<file path="src/core/rmf_pkg.sv">
/*
  constants, register map and carrier types of the reference monitor failure
  status block. assumes a 32-bit ahb-lite register bus, one word per register.
*/
`default_nettype none

package rmf_pkg;

  // ------------------------------------------------------------------------
  // geometry
  // ------------------------------------------------------------------------
  localparam int NUM_REF = 4;
  localparam int SEL_W = 4;      // width of one loss-pin select field
  localparam int PAD_GPIO = 16;  // pin space reachable by a select field

  // ------------------------------------------------------------------------
  // register indices, byte address is four times the index
  // ------------------------------------------------------------------------
  localparam logic [7:0] IDX_ISR_STAT = 8'h02;
  localparam logic [7:0] IDX_ISR_MASK = 8'h04;
  localparam logic [7:0] IDX_MON_HI = 8'h06;
  localparam logic [7:0] IDX_MON_LO = 8'h07;
  localparam logic [7:0] IDX_FMASK_HI = 8'h08;
  localparam logic [7:0] IDX_FMASK_LO = 8'h09;
  localparam logic [7:0] IDX_PREC_EN = 8'h0b;
  localparam logic [7:0] IDX_LOS_MAP = 8'h0c;
  localparam logic [7:0] IDX_FLAG_CFG = 8'h0d;

  // ------------------------------------------------------------------------
  // reset values
  // ------------------------------------------------------------------------
  localparam logic [7:0] RST_STATUS = 8'h00;
  localparam logic [3:0] RST_ISR_MASK = 4'h0;
  localparam logic [7:0] RST_FMASK = 8'h66;
  localparam logic [3:0] RST_PREC_EN = 4'hf;
  localparam logic [15:0] RST_LOS_MAP = 16'h3210;
  localparam logic [3:0] RST_FLAG_CFG = 4'h0;

  // ------------------------------------------------------------------------
  // field positions of the frequency flag pin configuration
  // ------------------------------------------------------------------------
  localparam int FLAG_REF_LSB = 0;
  localparam int FLAG_PRECISE_BIT = 2;
  localparam int FLAG_EN_BIT = 3;

  // ahb encodings
  localparam logic [2:0] HSIZE_WORD = 3'h2;

  // four indicators of one reference, los in bit 0
  typedef struct packed {
    logic guard_expiry;
    logic freq_err;
    logic single_cycle_err;
    logic signal_loss;
  } rmf_ind_t;

  // one accepted ahb address phase
  typedef struct packed {
    logic valid;
    logic write;
    logic [7:0] idx;
  } rmf_aphase_t;

endpackage : rmf_pkg

`default_nettype wire

</file>
<file path="src/core/rmf_sync.sv">
/*
  two-stage synchroniser for a bus of independent pin levels.
  assumes each bit is a slow level; no word coherence across bits.
*/
`default_nettype none

module rmf_sync #(
  parameter int W = 8
) (
  // clock and reset
  input wire logic hclk,
  input wire logic hresetn,
  // pins in, levels out
  input wire logic [W-1:0] d,
  output logic [W-1:0] q
);

  logic [W-1:0] meta_reg;

  // first stage feeds only the second stage
  always_ff @(posedge hclk or negedge hresetn) begin
    if (!hresetn) begin
      meta_reg <= '0;
      q <= '0;
    end else begin
      meta_reg <= d;
      q <= meta_reg;
    end
  end

endmodule : rmf_sync

`default_nettype wire

</file>
<file path="src/core/rmf_ref_ind.sv">
/*
  sticky indicator nibble of one reference, cleared by a read strobe.
  assumes set and clear come from logic on hclk.
*/
`default_nettype none

module rmf_ref_ind (
  // clock and reset
  input wire logic hclk,
  input wire logic hresetn,
  // events and read clear
  input wire rmf_pkg::rmf_ind_t set,
  input wire logic clr,
  // sticky state
  output rmf_pkg::rmf_ind_t status
);

  // an event in the clearing cycle survives the clear
  always_ff @(posedge hclk or negedge hresetn) begin
    if (!hresetn) begin
      status <= '0;
    end else begin
      status <= rmf_pkg::rmf_ind_t'((status & {4{~clr}}) | set);
    end
  end
endmodule : rmf_ref_ind

`default_nettype wire

</file>
<file path="src/core/rmf_top.sv">
/*
  reference monitor failure status bank: sticky per-reference indicators,
  interrupt status and mask, loss-pin routing and a frequency flag pin.
  assumes monitor events come from logic on hclk and pins are asynchronous.
*/
// Register access over AHB-Lite is this design's own decision.
`default_nettype none

// How it works
// - loss status bit sets while its routed pin is high; bits 0 and 4.
// - each reference's loss pin is chosen from any general-purpose pin.
// - single-cycle failure sets its status bit; bits 1 and 5.
// - coarse or precise frequency failure sets one shared bit; bits 2 and 6.
// - guard soak timer expiry sets its status bit; bits 3 and 7.
// - no mask ever suppresses the monitor status bits.
// - even reference in bits 3..0, odd reference in bits 7..4.
// - a pin can flag only coarse or only precise frequency failure.
// - interrupt status bit sets only when its mask bit is high and failure exists.
// - failure mask nibble gates loss, single-cycle, coarse, guard into interrupt status.
module rmf_top #(
  parameter int NUM_GPIO = 8
) (
  // clock and reset
  input wire logic hclk,
  input wire logic hresetn,
  // ahb-lite slave
  input wire logic hsel,
  input wire logic [31:0] haddr,
  input wire logic [1:0] htrans,
  input wire logic hwrite,
  input wire logic [2:0] hsize,
  input wire logic [31:0] hwdata,
  input wire logic hready,
  output logic hreadyout,
  output logic [31:0] hrdata,
  output logic hresp,
  // monitor events, one bit per reference
  input wire logic [3:0] single_cycle_fail,
  input wire logic [3:0] coarse_fail,
  input wire logic [3:0] precise_fail,
  input wire logic [3:0] guard_expired,
  // general-purpose pins
  input wire logic [NUM_GPIO-1:0] gpio_in,
  output logic freq_flag,
  // interrupt
  output logic irq
);

  // ------------------------------------------------------------------------
  // elaboration checks
  // ------------------------------------------------------------------------
  if (NUM_GPIO < 1 || NUM_GPIO > rmf_pkg::PAD_GPIO) begin : g_bad_gpio
    $error("NUM_GPIO must lie between 1 and 16");
  end

  // byte packing and the four-bit event ports serve exactly four references
  if (rmf_pkg::NUM_REF != 4) begin : g_bad_ref
    $error("NUM_REF must be 4");
  end

  // a select field must be able to name every pin of the padded pin space
  if ((2 ** rmf_pkg::SEL_W) < rmf_pkg::PAD_GPIO) begin : g_bad_sel
    $error("SEL_W too narrow for the pin space");
  end

  // ------------------------------------------------------------------------
  // declarations
  // ------------------------------------------------------------------------
  rmf_pkg::rmf_aphase_t aph;
  rmf_pkg::rmf_aphase_t dph_reg;
  rmf_pkg::rmf_ind_t ind_set [rmf_pkg::NUM_REF];
  rmf_pkg::rmf_ind_t ind [rmf_pkg::NUM_REF];
  logic [3:0] isr_stat_reg;
  logic [3:0] isr_mask_reg;
  logic [7:0] fmask_hi_reg;
  logic [7:0] fmask_lo_reg;
  logic [3:0] prec_en_reg;
  logic [15:0] los_map_reg;
  logic [3:0] flag_cfg_reg;
  logic [NUM_GPIO-1:0] gpio_s;
  logic [rmf_pkg::PAD_GPIO-1:0] gpio_pad;
  logic [3:0] los_raw;
  logic [3:0] isr_cause;
  logic [3:0] isr_w1c;
  logic [7:0] rdata_next;
  logic clr_lo;
  logic clr_hi;
  logic addr_ok;
  logic wr_en;

  // ------------------------------------------------------------------------
  // bus slave
  // ------------------------------------------------------------------------
  // zero wait states keep the slave free of back-pressure logic
  assign hreadyout = 1'b1;
  assign hresp = 1'b0;

  // aligned word inside the 1 KiB window, otherwise unmapped
  assign addr_ok = (haddr[31:10] == 22'h0) && (haddr[1:0] == 2'h0);

  // address phase taken when the bus is ready and a transfer starts
  always_comb begin
    aph.valid = hsel && htrans[1] && hready && addr_ok && (hsize == rmf_pkg::HSIZE_WORD);
    aph.write = hwrite;
    aph.idx = haddr[9:2];
  end

  // data phase bookkeeping
  always_ff @(posedge hclk or negedge hresetn) begin
    if (!hresetn) begin
      dph_reg <= '0;
    end else if (hready) begin
      dph_reg <= aph;
    end
  end

  assign wr_en = dph_reg.valid && dph_reg.write;

  // read clears act on the taken address phase, same edge as hrdata loads
  assign clr_lo = aph.valid && !aph.write && (aph.idx == rmf_pkg::IDX_MON_LO);
  assign clr_hi = aph.valid && !aph.write && (aph.idx == rmf_pkg::IDX_MON_HI);

  // read multiplexer, unmapped words read zero
  always_comb begin
    if (aph.idx == rmf_pkg::IDX_ISR_STAT) begin
      rdata_next = {4'h0, isr_stat_reg};
    end else if (aph.idx == rmf_pkg::IDX_ISR_MASK) begin
      rdata_next = {4'h0, isr_mask_reg};
    end else if (aph.idx == rmf_pkg::IDX_MON_HI) begin
      rdata_next = {ind[3], ind[2]};
    end else if (aph.idx == rmf_pkg::IDX_MON_LO) begin
      rdata_next = {ind[1], ind[0]};
    end else if (aph.idx == rmf_pkg::IDX_FMASK_HI) begin
      rdata_next = fmask_hi_reg;
    end else if (aph.idx == rmf_pkg::IDX_FMASK_LO) begin
      rdata_next = fmask_lo_reg;
    end else if (aph.idx == rmf_pkg::IDX_PREC_EN) begin
      rdata_next = {4'h0, prec_en_reg};
    end else if (aph.idx == rmf_pkg::IDX_LOS_MAP) begin
      rdata_next = los_map_reg[7:0];
    end else if (aph.idx == rmf_pkg::IDX_FLAG_CFG) begin
      rdata_next = {4'h0, flag_cfg_reg};
    end else begin
      rdata_next = 8'h00;
    end
  end

  // read data registered into the data phase
  always_ff @(posedge hclk or negedge hresetn) begin
    if (!hresetn) begin
      hrdata <= 32'h0;
    end else if (aph.valid && !aph.write) begin
      hrdata <= (aph.idx == rmf_pkg::IDX_LOS_MAP) ? {16'h0, los_map_reg} : {24'h0, rdata_next};
    end else begin
      hrdata <= 32'h0;
    end
  end

  // ------------------------------------------------------------------------
  // configuration registers
  // ------------------------------------------------------------------------
  // writes land at the end of the data phase; monitor status is read-only
  always_ff @(posedge hclk or negedge hresetn) begin
    if (!hresetn) begin
      isr_mask_reg <= rmf_pkg::RST_ISR_MASK;
      fmask_hi_reg <= rmf_pkg::RST_FMASK;
      fmask_lo_reg <= rmf_pkg::RST_FMASK;
      prec_en_reg <= rmf_pkg::RST_PREC_EN;
      los_map_reg <= rmf_pkg::RST_LOS_MAP;
      flag_cfg_reg <= rmf_pkg::RST_FLAG_CFG;
    end else if (wr_en) begin
      if (dph_reg.idx == rmf_pkg::IDX_ISR_MASK) begin
        isr_mask_reg <= hwdata[3:0];
      end else if (dph_reg.idx == rmf_pkg::IDX_FMASK_HI) begin
        fmask_hi_reg <= hwdata[7:0];
      end else if (dph_reg.idx == rmf_pkg::IDX_FMASK_LO) begin
        fmask_lo_reg <= hwdata[7:0];
      end else if (dph_reg.idx == rmf_pkg::IDX_PREC_EN) begin
        prec_en_reg <= hwdata[3:0];
      end else if (dph_reg.idx == rmf_pkg::IDX_LOS_MAP) begin
        los_map_reg <= hwdata[15:0];
      end else if (dph_reg.idx == rmf_pkg::IDX_FLAG_CFG) begin
        flag_cfg_reg <= hwdata[3:0];
      end
    end
  end

  // ------------------------------------------------------------------------
  // loss pin routing
  // ------------------------------------------------------------------------
  rmf_sync #(
    .W(NUM_GPIO)
  ) u_gpio_sync (
    .hclk(hclk),
    .hresetn(hresetn),
    .d(gpio_in),
    .q(gpio_s)
  );

  // pins beyond NUM_GPIO read low, so a stray select never fires
  // the price: a select of NUM_GPIO or above fails silently and shows no loss
  assign gpio_pad = rmf_pkg::PAD_GPIO'(gpio_s);

  // ------------------------------------------------------------------------
  // per-reference indicators
  // ------------------------------------------------------------------------
  for (genvar i = 0; i < rmf_pkg::NUM_REF; i++) begin : g_ref
    // any pin may carry this reference's loss signal
    assign los_raw[i] = gpio_pad[los_map_reg[i*rmf_pkg::SEL_W +: rmf_pkg::SEL_W]];

    // status takes events raw, no mask is in this path
    always_comb begin
      ind_set[i].signal_loss = los_raw[i];
      ind_set[i].single_cycle_err = single_cycle_fail[i];
      ind_set[i].freq_err = coarse_fail[i] | precise_fail[i];
      ind_set[i].guard_expiry = guard_expired[i];
    end

    rmf_ref_ind u_ind (
      .hclk(hclk),
      .hresetn(hresetn),
      .set(ind_set[i]),
      .clr((i < 2) ? clr_lo : clr_hi),
      .status(ind[i])
    );
  end

  // ------------------------------------------------------------------------
  // interrupt status and line
  // ------------------------------------------------------------------------
  // the nibble gates loss, single-cycle, coarse and guard; precise has its
  // own enable so software can split the two frequency causes apart
  always_comb begin
    logic [15:0] fm;
    fm = {fmask_hi_reg, fmask_lo_reg};
    for (int r = 0; r < rmf_pkg::NUM_REF; r++) begin
      isr_cause[r] = |(fm[r*4 +: 4] & {guard_expired[r], coarse_fail[r],
                                        single_cycle_fail[r], los_raw[r]}) |
                     (prec_en_reg[r] & precise_fail[r]);
    end
  end

  assign isr_w1c = (wr_en && dph_reg.idx == rmf_pkg::IDX_ISR_STAT) ? hwdata[3:0] : 4'h0;

  // set only through the mask; a set in the clearing cycle wins
  always_ff @(posedge hclk or negedge hresetn) begin
    if (!hresetn) begin
      isr_stat_reg <= 4'h0;
    end else begin
      isr_stat_reg <= (isr_stat_reg & ~isr_w1c) | (isr_cause & isr_mask_reg);
    end
  end

  // level output; clearing the mask later leaves the line up, only a write-one status clear drops it
  always_ff @(posedge hclk or negedge hresetn) begin
    if (!hresetn) begin
      irq <= 1'b0;
    end else begin
      irq <= |((isr_stat_reg & ~isr_w1c) | (isr_cause & isr_mask_reg));
    end
  end

  // ------------------------------------------------------------------------
  // frequency flag pin
  // ------------------------------------------------------------------------
  // one pin shows coarse only or precise only for the chosen reference
  always_ff @(posedge hclk or negedge hresetn) begin
    if (!hresetn) begin
      freq_flag <= 1'b0;
    end else begin
      freq_flag <= flag_cfg_reg[rmf_pkg::FLAG_EN_BIT] &
                   (flag_cfg_reg[rmf_pkg::FLAG_PRECISE_BIT] ?
                    precise_fail[flag_cfg_reg[rmf_pkg::FLAG_REF_LSB +: 2]] :
                    coarse_fail[flag_cfg_reg[rmf_pkg::FLAG_REF_LSB +: 2]]);
    end
  end
endmodule : rmf_top

`default_nettype wire

</file>
<file path="config.mk">
export PLATFORM = sky130hd
export DESIGN_NAME = rmf_top
export DESIGN_NICKNAME = d
export VERILOG_FILES = /design/src/core/rmf_pkg.sv /design/src/core/rmf_sync.sv /design/src/core/rmf_ref_ind.sv /design/src/core/rmf_top.sv
export SDC_FILE = /design/constraint.sdc
export NUM_CORES = 1
export LEC_CHECK = 0
export BUFFER_PORTS_ARGS = -buffer_cell sky130_fd_sc_hd__buf_2
export CAP_MARGIN = 20
export CORE_ASPECT_RATIO = 0.5
export CORE_MARGIN = 2
export CORE_UTILIZATION = 30
export CTS_CLUSTER_SIZE = 40
export DETAILED_ROUTE_END_ITERATION = 12
export PLACE_DENSITY = 0.54
export SKIP_CTS_REPAIR_TIMING = 1
export SYNTH_ARGS = -nofsm -noshare
export SYNTH_HDL_FRONTEND = slang
export SYNTH_HIERARCHICAL = 1
export SYNTH_SLANG_ARGS = --single-unit
</file>
<file path="constraint.sdc">
create_clock -name hclk -period 6 [get_ports hclk]
set_input_delay 0 -clock hclk [delete_from_list [all_inputs] [get_ports hclk]]
set_output_delay 0 -clock hclk [all_outputs]
set_load 0.005 [all_outputs]
</file>
# Word level (Yosys, flattened, before mapping)
# Cells that the tools add are included.
# word_totals
register_bits	124
inputBits	98
out_inout_bits	36
elab_cells	137
# classes
n_lt_le_gt_ge	5
n_eq_ne	17
muxes	24
n_bitwise	36
n_reduce_logical	24
# ops
operator	n
$eq 8x4->1 const B	10
$mux 8	6
$and 4x4->4	10
$eq 8x3->1 const B	4
$mux 16	2
$logic_not 22->1	1
$lt 4x5->1 const B	4
$or 4x4->4	5
$reduce_or 4->1	5
$bmux 1 s4	4
$eq 8x2->1 const B	2
$mux 4	3
$logic_and 1x1->1	10
$or 1x1->1	8
$mux 1	7
$not 1->1	7
$reduce_and 7->1	1
$reduce_and 6->1	1
$and 1x1->1	5
$reduce_and 5->1	1
$bmux 1 s2	2
$not 4->4	1
$reduce_and 4->1	1
$eq 3x2->1 const B	1
5 further kinds	5

# Depth between registers and ports, before layout
# logic_depth
ltp_word	11
depth_mapped	8
mapped_depth_nobuf	7

# Modules after synthesis
# Netlist, hierarchy kept.
# by_module_without_submodules
mod	n_inst	cells_each	area_each_um2	seq_area_each_um2
rmf_top	1	372	4127.7	1921.8
rmf_ref_ind	4	9	133.9	100.1
rmf_sync	1	16	400.4	400.4

# Least setup slack after synthesis
# No wires, ideal clock.
# synth_timing
kind	reg-to-reg
from	reg dph_reg[5] (netlist bit)
to	reg irq
setup_time_ns	0.138
t_arrival_ns	2.125
t_required_ns	5.862
path_slack_ns	3.736
path_stages_with_launch	6
path_buffers	0
synth_period_minus_slack_ns	2.264
path_cell_list	dfrtp_1 -> or4_4 -> nor4_4 -> a21boi_1 -> a311o_1 -> or4_1
# synth_via
elab_chain_cells	7
# synth_lines
item	line_no	rtl
start, declared	rmf_top.sv:70	rmf_pkg::rmf_aphase_t dph_reg;
start signal, assigned	rmf_top.sv:113	dph_reg <= aph;
$eq 8x2->1	rmf_top.sv:243	assign isr_w1c = (wr_en && dph_reg.idx == rmf_pkg::IDX_ISR_STAT) ? hwdata[3:0] : 4'h0;
$logic_and 1x1->1	rmf_top.sv:243	
$mux 4	rmf_top.sv:243	
$not 4->4	rmf_top.sv:259	irq <= |((isr_stat_reg & ~isr_w1c) | (isr_cause & isr_mask_reg));
$and 4x4->4	rmf_top.sv:259	
$or 4x4->4	rmf_top.sv:259	
$reduce_or 4->1	rmf_top.sv:259	
end signal, assigned	rmf_top.sv:259	
end, declared	rmf_top.sv:46	output logic irq
# Every way passes these cells.
# A chain may end at the register's enable or synchronous reset.

# Worst setup path in the final report
# layout_timing
from	reg dph_reg[5] (netlist bit)
to	reg fmask_lo_reg[0]
# layout_via
elab_chain_cells	3
elab_cells_between_ends	6
classes_between	eq/ne: 3; bitwise: 2; reduce/logical: 1
# layout_lines
item	line_no	rtl
$eq 8x4->1 or $eq 8x3->1 (tied branches)	rmf_top.sv:174, rmf_top.sv:172	
$not 1->1 (no line)	n/a	
$reduce_and 4->1 (no line) (*)	n/a	
end signal, assigned	rmf_top.sv:167	fmask_lo_reg <= rmf_pkg::RST_FMASK;
end signal, assigned	rmf_top.sv:177	fmask_lo_reg <= hwdata[7:0];
end, declared	rmf_top.sv:76	logic [7:0] fmask_lo_reg;
# Mark *: on every way between the ends. The rest lies on a longest branch, timed or not.

==> metrics.csv <==
stage;metric;value;unit
critical_path;setup.worst_path.end;fmask_lo_reg[0];
route;route.detailed.drc;0;
die;die-area;18000;um^2
global_route;globalRouteOverflowTotal;0;
timing;fin_setup_tns;0;ns
logic_synthesis;yosysTopAreaCellShare;45.47;%
die;design.portCount;134;
power;static-leakage-power;2.802;nW
critical_path;worst_r2r_endpoint;fmask_lo_reg[0];
finish;insertedDiodeCount;0;
logic_synthesis;avgSynthCellArea;11.94;um^2
logic_synthesis;synth-seq-cells;108;
logic_synthesis;synth.yosys.warnings;6;
global_route;grt_max_degree;56;
timing;layout_min_cycle_time;2.562;ns
logic_synthesis;cell_area_after_synthesis;5064;um^2
timing;worst_pin_slew;1.028;ns
route;wirelength;13.23;mm
die;core.rowCount;33;
global_route;antenna_found_initial;0;
critical_path;cp-startpoint;dph_reg[5];
logic_synthesis;asyncSetResetFlopFracSynth;100.0;%
clock_tree;cts-root-buf;clkbuf_16;
timing;rsz0062_at_grt;no;
logic_synthesis;synthCells;424;
route;firstDrtPassIters;4;
global_route;grt_usage;14.59;%
finish;num-nets-final;657;
clock_tree;clock_tree.htree_level_count;3;
clock_tree;clock_sinks;108;
critical_path;criticalPathCategory;reg -> reg;
die;core;16430;um^2
timing;finalSetupViolCount;0;
job;drv.max_cap_violation_count;0;
finish;register_area;2723;um^2
timing;worst_hold_margin;0.02020;ns
finish;post_synthesis_to_final_layout_area_growth;27.97;%
route;wire_per_inst;16.73;um
critical_path;timing.reg2reg.setup_slack;3.44;ns
timing;maximum_clock_frequency;0.3903;GHz
placed_design;portBuffers;98;
critical_path;critical_path_required;6.23;ns
timing;timing.final.max_slew_violations;0;
critical_path;crit_arrival;2.79;ns
logic_synthesis;sequential_fraction_of_the_synthesis_area;53.77;%
placed_design;place_hpwl;9.597;mm
clock_tree;tritoncts_clock_tree;yes;
global_route;grt_first_pass_wirelength;19.89;mm
logic_synthesis;ys_dominant_reg_cell;dfrtp_1;
route;routed-via-count;3838;
die;die_h;95.87;um
clock_tree;clk_pin_slew_worst_paths;0.08;ns
timing;hold_violations;0;
global_route;number_of_global_route_vias_before_repair;3565;
route;drt-initial-drc-count;219;
outcome;status;finished clean;
logic_synthesis;synth.distinct_cells;55;
critical_path;critPathLaunchType;flip-flop;
timing;fin_skew;0.008828;ns
route;ant_nets;0;
finish;multiInputGateArea;2155;um^2
route;route.detailed.vias_per_inst;4.852;
timing;min_period_over_period;42.71;%
power;ir_drop_worst_case_vdd;141.8;uV
die;die-width;187.7;um
timing;timing.slew.headroom;30.84;%
die;initial_core_util;30.81;%
finish;nFillCells;1598;
worst_hold_path;hp-class;in -> reg;
logic_synthesis;synth.largest_area_cell;dfrtp_1;
placed_design;routabilityCongestion;0.8091;
power;power-per-cell-area;241.0;nW/um^2
clock_tree;worstSkewPairLatency;0.35;ns
logic_synthesis;ys_top_cells_by_count;dfrtp_1 (92), mux2_2 (53), nand2_1 (22);
clock_tree;clock_tree.buffer_depth;2;
logic_synthesis;post-synth-top-count-cell;dfrtp_1;
finish;post_route_cells_drive_above_1_share;35.99;%
clock_tree;tritoncts.num_buffers;9;
critical_path;timing.reg2reg.worst_path_depth;5;
logic_synthesis;ys_top_cells_by_area;dfrtp_1 (45%), mux2_2 (12%), dfstp_2 (8.3%);
critical_path;endpoint_kind;flip-flop;
logic_synthesis;post_synth_edffs;0;
critical_path;crit_path_max_fo;8;
critical_path;rr_startpoint;dph_reg[5];
[worst min-delay path by stage]
stage,start,cells past startpoint,end
2_1_floorplan,hresetn,0,dph_reg[0]
3_3_place_gp,hresetn,1,los_map_reg[10]
3_5_place_dp,hresetn,1,los_map_reg[10]
4_1_cts,hresetn,1,los_map_reg[10]
5_1_grt,hwdata[1],2,prec_en_reg[1]
6_report,hwdata[1],2,prec_en_reg[1]
[metal layers]
layer	track usage (%)	share of wire, %	vias up
li1	-	-	1789
met1	20.39	47	1931
met2	23.12	46	112
met3	3.208	5.8	6
met4	3.806	0.72	0
met5	0	0	-
[power by group]
group | switching, mW | leakage, nW | internal (mW) | total (mW)
sequential | 0.0219 | 1.24 | 0.752 | 0.774
combinational | 0.0725 | 1.40 | 0.0759 | 0.148
clock | 0.298 | 0.161 | 0.341 | 0.639
[cells by family (layout without fill, tap and decap cells)]
kind of cell,count (synthesis),after routing,share of synthesized area (%)
flops,108,108,53.77
mux,69,69,16.43
simple gates,98,98,10.45
buf+inv,49,173,4.967
compound gates,98,98,14.23
other cells,2,18,0.1483
[per-stage QoR]
stage	power, mW	instance area [um^2]	std cells	utilization, %	setup slack [ns]
after floorplan	0.8543	5124	440	-	3.736
after global placement	0.9140	5714	731	34.77	3.392
after detailed placement	0.9164	5714	731	34.77	3.402
after CTS	1.562	6040	747	36.75	3.389
after global routing	1.633	6480	791	39.43	3.281
final	1.562	6480	791	39.43	3.438
[cells in the final DEF, fill, tap and decap left out, drive strengths merged, types with 9 or more instances in the layout]
cell,count
a21o,17
a21oi,14
a22oi,15
buf,99
clkbuf,9
conb,18
dfrtp,92
dfstp,16
dlygate4sd3,44
inv,19
mux2,53
mux2i,10
nand2,22
nor2,21
o21ai,11
[critical path: stages (launching register included)]
cell and delay (ns):
dfrtp_1 0.38, or4_4 0.58, nor2_1 0.25, nand2_1 0.08, nor2_1 0.74, mux2_2 0.42
[layout make-up]
type / count / share of cell area [%]
clock inverters: 7 / 1.545
clock buffers: 9 / 3.476
repair buffers: 143 / 14.52
well taps: 227 / 4.383
inverters: 14 / 0.8110
flip-flops and latches: 108 / 42.02
multi-input cells: 283 / 33.25
Note: power is estimated with default switching activity, not from simulation.
